$ cat src/hw/port_ext_pkg.sv
// Constants and types for the parallel/serial and floppy/IDE setup registers.
// Assumes a host configuration port that presents index and data strobes.
package port_ext_pkg;
  localparam logic [7:0] IDX_PARALLEL_SERIAL = 8'h04;
  localparam logic [7:0] IDX_FLOPPY_IDE      = 8'h05;
  localparam logic [7:0] RST_PARALLEL_SERIAL = 8'h00;
  localparam logic [7:0] RST_FLOPPY_IDE      = 8'h00;
  localparam int POS_EXT_MODE   = 0;
  localparam int POS_PP_FLOPPY  = 2;
  localparam int POS_MUSIC_ONE  = 4;
  localparam int POS_MUSIC_TWO  = 5;
  localparam int POS_EPP_REV    = 6;
  localparam int POS_RESERVED   = 7;
  localparam int POS_EXT_DRIVES = 6;
  localparam logic [1:0] EXT_STANDARD = 2'h0;
  localparam logic [1:0] EXT_EPP      = 2'h1;
  localparam logic [1:0] EXT_ECP      = 2'h2;
  localparam logic [1:0] EXT_ECP_EPP  = 2'h3;
  localparam logic [1:0] PPF_NORMAL   = 2'h0;
  localparam logic [1:0] PPF_ONE      = 2'h1;
  localparam logic [1:0] PPF_TWO      = 2'h2;
  localparam logic [2:0] ECR_STANDARD = 3'h0;
  localparam logic [2:0] ECR_EPP      = 3'h4;
  localparam logic [3:0] DIV_NORMAL   = 4'hd;
  localparam logic [3:0] DIV_MUSIC    = 4'hc;
  localparam logic [4:0] OVERSAMPLE   = 5'h10;

  typedef enum logic [2:0] {
    PM_STANDARD, PM_EPP, PM_ECP, PM_ECP_EPP, PM_OFF
  } par_mode_t;

  typedef struct packed {
    logic       wrEn;
    logic       rdEn;
    logic       cfgMode;
    logic [7:0] index;
    logic [7:0] wdata;
  } cfg_req_t;

  typedef struct packed {
    logic       eppActive;
    logic       spPortActive;
    logic       ecpActive;
    logic       ppFloppyOne;
    logic       ppFloppyTwo;
    logic       directTwoOnly;
    logic       eppRev17;
  } par_ctl_t;
endpackage

$ cat src/hw/port_extended_setup_config.sv
// Extended parallel/serial setup and floppy/IDE setup registers.
// Derived parallel mode, parallel floppy and serial prescaler controls.
// Assumes the configuration port delivers one-cycle strobes with index held.
// Assumes the ECR mode and gate bit come from registers in the same clock.
// Assumes a UART downstream applies the 16x oversampling.
// Behaviour
// - With the gate bit low the mode field picks standard, EPP+standard, ECP or ECP+EPP.
// - The floppy field picks normal, variant one, variant two, and 11 is reserved.
// - Serial one divides its baud clock by 13 normally and by 12 when music is selected.
// - Serial two divides its baud clock by 13 normally and by 12 when music is selected.
// - In ECP+EPP, ECR mode 100 turns on EPP operation.
// - In ECP settings with floppy/IDE bit 6 low only two drives decode directly; more need the external decoder.
// - In ECP settings, ECR mode 000 gives standard parallel operation.
// - In music mode the divide by 12 and 16x oversampling give 125 kbaud from 24 MHz.
// - The floppy/IDE register is reached only in config mode at index 05.
// - The floppy/IDE register resets to 00.
// - The parallel/serial register is reached only in config mode at index 04 and resets to 00.
`timescale 1ns/1ps
module port_extended_setup_config (
  input  wire logic                  clk,
  input  wire logic                  rst_n,
  input  wire port_ext_pkg::cfg_req_t req,
  input  wire logic                  parGateBit,
  input  wire logic [2:0]            ecrMode,
  output logic [7:0]                 rdata,
  output logic                       rdValid,
  output logic [7:0]                 parallelSerialOut,
  output logic [7:0]                 floppyIdeOut,
  output port_ext_pkg::par_mode_t    parMode,
  output port_ext_pkg::par_ctl_t     parCtl,
  output logic [3:0]                 serialOneDiv,
  output logic [3:0]                 serialTwoDiv,
  output logic                       serialOneTick,
  output logic                       serialTwoTick
);
  import port_ext_pkg::*;

  logic [7:0] psReg_ff;
  logic [7:0] fiReg_ff;
  logic [7:0] rdata_ff;
  logic       rdValid_ff;
  par_mode_t  parMode_ff;
  par_ctl_t   parCtl_ff;
  logic [3:0] divOne_ff;
  logic [3:0] divTwo_ff;
  logic [3:0] cntOne_ff;
  logic [3:0] cntTwo_ff;
  logic       tickOne_ff;
  logic       tickTwo_ff;

  function automatic logic hit(input cfg_req_t r, input logic [7:0] idx);
    return r.cfgMode && (r.index == idx);
  endfunction

  wire logic       psHit    = hit(req, IDX_PARALLEL_SERIAL);
  wire logic       fiHit    = hit(req, IDX_FLOPPY_IDE);
  wire logic [7:0] psWrite  = {1'b0, req.wdata[6:0]};
  wire logic [7:0] nxt_read = psHit ? psReg_ff : (fiHit ? fiReg_ff : 8'h00);
  wire logic [1:0] extMode  = psReg_ff[POS_EXT_MODE +: 2];
  wire logic [1:0] ppfField = psReg_ff[POS_PP_FLOPPY +: 2];
  wire logic       ecpBased = !parGateBit &&
                              (extMode == EXT_ECP || extMode == EXT_ECP_EPP);

  par_mode_t nxt_parMode;
  always_comb begin
    nxt_parMode = PM_OFF;
    if (!parGateBit) begin
      unique case (extMode)
        EXT_STANDARD: nxt_parMode = PM_STANDARD;
        EXT_EPP:      nxt_parMode = PM_EPP;
        EXT_ECP:      nxt_parMode = PM_ECP;
        EXT_ECP_EPP:  nxt_parMode = PM_ECP_EPP;
      endcase
    end
  end

  par_ctl_t nxt_parCtl;
  always_comb begin
    nxt_parCtl = '0;
    nxt_parCtl.ecpActive     = ecpBased;
    nxt_parCtl.eppActive     = (nxt_parMode == PM_EPP) ||
                               ((nxt_parMode == PM_ECP_EPP) &&
                                (ecrMode == ECR_EPP));
    nxt_parCtl.spPortActive  = (nxt_parMode == PM_STANDARD) ||
                               (nxt_parMode == PM_EPP) ||
                               (ecpBased && ecrMode == ECR_STANDARD);
    nxt_parCtl.ppFloppyOne   = (ppfField == PPF_ONE);
    nxt_parCtl.ppFloppyTwo   = (ppfField == PPF_TWO);
    nxt_parCtl.directTwoOnly = ecpBased &&
                               !fiReg_ff[POS_EXT_DRIVES];
    nxt_parCtl.eppRev17      = psReg_ff[POS_EPP_REV];
  end

  function automatic logic [3:0] divPick(input logic music);
    return music ? DIV_MUSIC : DIV_NORMAL;
  endfunction

  wire logic       musicOne    = psReg_ff[POS_MUSIC_ONE];
  wire logic       musicTwo    = psReg_ff[POS_MUSIC_TWO];
  wire logic [3:0] nxt_divOne  = divPick(musicOne);
  wire logic [3:0] nxt_divTwo  = divPick(musicTwo);

  // The prescalers run free and compare against the latched divisor.
  // A divisor cut below the count wraps through the four-bit overflow,
  // so a change costs at most one long period.
  wire logic       endOne      = (cntOne_ff == divOne_ff - 4'h1);
  wire logic       endTwo      = (cntTwo_ff == divTwo_ff - 4'h1);
  wire logic [3:0] nxt_cntOne  = endOne ? 4'h0 : cntOne_ff + 4'h1;
  wire logic [3:0] nxt_cntTwo  = endTwo ? 4'h0 : cntTwo_ff + 4'h1;

  wire logic       nxt_rdValid = req.rdEn && (psHit || fiHit);
  wire logic [7:0] nxt_rdata   = req.rdEn ? nxt_read : 8'h00;

  always_ff @(posedge clk or negedge rst_n) begin
    if (!rst_n) begin
      psReg_ff <= RST_PARALLEL_SERIAL;
    end else if (req.wrEn && psHit) begin
      psReg_ff <= psWrite;
    end
  end

  always_ff @(posedge clk or negedge rst_n) begin
    if (!rst_n) begin
      fiReg_ff <= RST_FLOPPY_IDE;
    end else if (req.wrEn && fiHit) begin
      fiReg_ff <= req.wdata;
    end
  end

  always_ff @(posedge clk or negedge rst_n) begin
    if (!rst_n) begin
      rdValid_ff <= 1'b0;
    end else begin
      rdValid_ff <= nxt_rdValid;
    end
  end

  always_ff @(posedge clk or negedge rst_n) begin
    if (!rst_n) begin
      rdata_ff <= 8'h00;
    end else begin
      rdata_ff <= nxt_rdata;
    end
  end

  always_ff @(posedge clk or negedge rst_n) begin
    if (!rst_n) begin
      parMode_ff <= PM_STANDARD;
    end else begin
      parMode_ff <= nxt_parMode;
    end
  end

  always_ff @(posedge clk or negedge rst_n) begin
    if (!rst_n) begin
      parCtl_ff <= '0;
    end else begin
      parCtl_ff <= nxt_parCtl;
    end
  end

  always_ff @(posedge clk or negedge rst_n) begin
    if (!rst_n) begin
      divOne_ff <= DIV_NORMAL;
    end else begin
      divOne_ff <= nxt_divOne;
    end
  end

  always_ff @(posedge clk or negedge rst_n) begin
    if (!rst_n) begin
      divTwo_ff <= DIV_NORMAL;
    end else begin
      divTwo_ff <= nxt_divTwo;
    end
  end

  always_ff @(posedge clk or negedge rst_n) begin
    if (!rst_n) begin
      cntOne_ff <= 4'h0;
    end else begin
      cntOne_ff <= nxt_cntOne;
    end
  end

  always_ff @(posedge clk or negedge rst_n) begin
    if (!rst_n) begin
      cntTwo_ff <= 4'h0;
    end else begin
      cntTwo_ff <= nxt_cntTwo;
    end
  end

  always_ff @(posedge clk or negedge rst_n) begin
    if (!rst_n) begin
      tickOne_ff <= 1'b0;
    end else begin
      tickOne_ff <= endOne;
    end
  end

  always_ff @(posedge clk or negedge rst_n) begin
    if (!rst_n) begin
      tickTwo_ff <= 1'b0;
    end else begin
      tickTwo_ff <= endTwo;
    end
  end

  assign rdata             = rdata_ff;
  assign rdValid           = rdValid_ff;
  assign parallelSerialOut = psReg_ff;
  assign floppyIdeOut      = fiReg_ff;
  assign parMode           = parMode_ff;
  assign parCtl            = parCtl_ff;
  assign serialOneDiv      = divOne_ff;
  assign serialTwoDiv      = divTwo_ff;
  assign serialOneTick     = tickOne_ff;
  assign serialTwoTick     = tickTwo_ff;
endmodule

$ cat config.mk
export PLATFORM = sky130hd
export DESIGN_NAME = port_extended_setup_config
export DESIGN_NICKNAME = d
export VERILOG_FILES = /design/src/hw/port_ext_pkg.sv /design/src/hw/port_extended_setup_config.sv
export SDC_FILE = /design/constraint.sdc
export NUM_CORES = 1
export LEC_CHECK = 0
export ABC_AREA = 1
export BUFFER_PORTS_ARGS = -buffer_cell sky130_fd_sc_hd__buf_4
export CAP_MARGIN = 25
export CORE_UTILIZATION = 50
export DETAILED_ROUTE_END_ITERATION = 8
export GPL_ROUTABILITY_DRIVEN = 1
export GPL_TIMING_DRIVEN = 1
export PLACE_DENSITY = 0.8
export SYNTH_ARGS = -nofsm -noshare
export SYNTH_HDL_FRONTEND = slang
export SYNTH_SLANG_ARGS = --single-unit
export TNS_END_PERCENT = 20
$ cat constraint.sdc
create_clock -name clk -period 1.5 [get_ports clk]
set_input_delay 0.15 -clock clk [delete_from_list [all_inputs] [get_ports clk]]
set_output_delay 0.15 -clock clk [all_outputs]
set_load 0.1 [all_outputs]
==> results.md <==
* Clock tree root buffer cell: clkbuf_8
* Rel. slew slack at 64.9%
* Area growth, synth to finish at 30.4%
* Placed instance count at 308
* Drt total wl at approximately 3600 um
* FF-to-FF Start: serialOneDiv[0]
* Remaining antenna violation count at 0
* Vias in the first global route at 1395
* Area fraction in compound gates after synthesis at roughly 2.8%
* CP endpoint kind: output pin
* # diodes at 0
* Outcome: complete, no violations
* Critical path's slowest cell: dfstp_2
* Min Tclk post-route at roughly 1300 ps
* Non-filler instance count after layout at about 320
* RSZ-0062 raised after global routing: false
* Post-synthesis sequential area ratio at 58.0%
* CTS tree: yes
* Worst-skew pair later-pin latency at between 200 and 300 ps
* Num rows at 22
* Initial core utilization at a little over half
* Worst hold path class: primary input to flip-flop
* Clk slew on worst S/H paths at about 80 ps
* Pin count of the biggest net entering global routing at 46
* Vias post-DR at 1558
* Post-synth EDFFs at 0
* First-pass GRT wire length at approximately 6300 um
* Mux contribution to synthesized area at 0%
* Synth top area cells: dfrtp_1, nand2_1, nand4_1, nor2_1, inv_1
* Die H at 64.4 um
* Mean post-synth cell area at between 9 and 10 um^2
* Ports at 70
* Cell Area, Synth at a little under 0.002 mm^2
* CTS resizes at 0
* CP Cell Sequence: buf_4
* Maximum clock rate at 775 MHz
* Post-route DRC at 0
* Maximum vdd drop at approximately 0.84 mV
* Die area at 0.00415 mm^2
* Count of different cell masters after synthesis at 24
* Multi-input logic area at approximately 650 um^2
* Slowest stage delay, CP at between 500 and 600 ps
* Ys flop type: dfrtp_1
* Ys Warns at 0
* I/O Buffers at 62
* Final setup viols at 0
* Final setup TNS at 0 ps
* Post-CTS Setup Inserts at 0
* # H-tree levels at 2
* Worst path top cell family by delay: flip-flops
* Worst-Margin Slew at ~530 ps
* Endpoints failing hold at 0
* CP Launch Type: flip-flop
* Combinational family with the most area after synthesis: simple AND/OR/NAND/NOR gates
* Vias/cell at approximately 4.9
* Pwr per Cell Area at roughly 1300 mW/mm^2
* Post-synth top area cell: dfrtp_1
* Synth Instances at just over 200
* Pre-antenna DRT Iters at 4
* Core footprint at between 0.003 and 0.004 mm^2
* Nets at just under 300
* Worst Hold Launch: req[3]
* Clock Sinks at 45
* Worst Path Required at about 1400 ps
* Leak Pwr at approximately 0.0014 uW
* Final period utilization at a little under nine tenths
* Final Max Tran Viols at 0
* Layout cells sized above 1 at between 30% and 40%
* Chip width at approximately 64 um
* Asr flop ratio synth at 100%
* Wire per inst at about 11 um
* Sequential Area at 0.00113 mm^2
* Xor-xnor portion of the synthesized cell area at 1.80%
* Total congestion overflow at 0
* Critical path arrival at between 1000 and 1500 ps
* Clk buf depth at 2
* #FFs+latches synth at 45
* Area share of fa/ha/maj cells after synthesis at 1.29%
* Total CTS buffers at 5
* Post-DP HPWL at about 2700 um
* Crit Path Category: flip-flop to output pin
* Iter 0 DRT Violations at between 50 and 60
* Total GRT Usage at roughly a fifth
* Share of Yosys cell area claimed by the top area cell type at 55.3%
* # fillers at just under 300
* Pwr Total at around 3200 uW
* Crit path from: serialOneDiv[0]
* Max cap viols at 0
* Simple logic cell fraction of the synthesized area at roughly a quarter
* Clk_skew at between 2 and 3 ps
* Worst Path Buf+Inv at 1
* Initial antenna violation count at 0
* Gpl congestion at 0.794
* Critical Path Fanout Max at 3
-- cell usage in the layout (no fill, tap or decap), drive strengths merged --
cell / Yosys / layout
buf: 16 / 66
nand2: 48 / 48
dfrtp: 43 / 43
nand4: 25 / 25
nor2: 25 / 25
inv: 19 / 19
conb: 2 / 7
nand3: 7 / 7
clkbuf: 1 / 7
a21oi: 6 / 6
o21ai: 2 / 2
xnor2: 2 / 2
o211ai: 2 / 2
xor2: 2 / 2
ha: 2 / 2
dlygate4sd3: 0 / 2
dfstp: 2 / 2
nand3b: 1 / 1
nor3: 1 / 1
bufinv: 0 / 1
-- final cells by class --
| type | count | share of cell area, % |
|---|---|---|
| timing repair buffer | 68 | 20.3 |
| sequential | 45 | 44.5 |
| inverter | 19 | 2.81 |
| clock inverter | 1 | 1.18 |
| clock buffer | 7 | 3.40 |
| tap | 48 | 2.37 |
| multi-input combinational | 130 | 25.5 |
-- layer usage --
metal | track usage [%] | vias up | part of all wire [%]
li1 | - | 781 | -
met1 | 26.6 | 716 | 43
met2 | 31.3 | 53 | 48
met3 | 6.43 | 8 | 6.6
met4 | 9.44 | 0 | 2.0
met5 | 0 | - | 0
-- registers in the layout, summed over array words and instances (netlist names) --
signal	cells
floppyIdeOut	8
rdata	8
parallelSerialOut	7
parCtl	6
cntOne_ff	4
cntTwo_ff	4
parMode	3
rdValid	1
serialOneDiv	1
serialOneTick	1
serialTwoDiv	1
serialTwoTick	1
-- worst paths after layout --
path	slack, ps	cells after the start	to
worst max register to register	340	3	cntOne_ff[0]
worst max-delay path	210	1	serialOneDiv[0]
min in group asynchronous	380	2	parMode[0]
worst min register to register	430	0	parCtl[0]
max in group asynchronous	750	2	serialTwoDiv[0]
worst min-delay path	110	3	parallelSerialOut[3]
-- where the power goes --
group | switching [uW] | internal [uW] | leakage [uW]
Combinational | 570 | 261 | 0.000736
Clock | 376 | 543 | 0.0000585
Sequential | 131 | 1360 | 0.000599
Total | 1080 | 2170 | 0.00139
-- through the flow --
| step | hold WS, ps | util (%) | area [um^2] | setup slack, ps |
|---|---|---|---|---|
| 2_1_floorplan | -146 | - | 1970 | 26.0 |
| 3_3_place_gp | 172 | 65.1 | 2400 | 213 |
| 3_5_place_dp | 170 | 65.1 | 2400 | 173 |
| 4_1_cts | 108 | 68.8 | 2540 | 196 |
| 5_1_grt | 113 | 68.8 | 2540 | 171 |
| 6_report | 111 | 68.8 | 2540 | 210 |
-- kinds of logic after synthesis --
family                   count (synthesis)
flip-flops                              45
adder cells (fa/ha/maj)                  2
buffers and inverters                   36
AO/OA/AOI/OAI                           10
AND/OR/NAND/NOR                        107
XOR/XNOR                                 4
other                                    2
-- what timing repair did --
| item | in CTS | in global routing |
|---|---|---|
| endpoints found under the setup margin | 0 | 0 |
| hold buffers | 2 | 0 |
| endpoints found under the hold margin | 44 | 0 |
-- synthesized netlist by cell type, types with 2 or more instances --
cell	number
nand2_1	47
dfrtp_1	43
nand4_1	25
nor2_1	21
inv_1	19
buf_4	9
a21oi_1	6
nand3_1	6
buf_2	5
buf_6	2
conb_1	2
dfstp_2	2
ha_1	2
nor2_2	2
nor2_4	2
o211ai_1	2
o21ai_0	2
xnor2_1	2
xor2_1	2
Power figures use the tool's default switching activity.
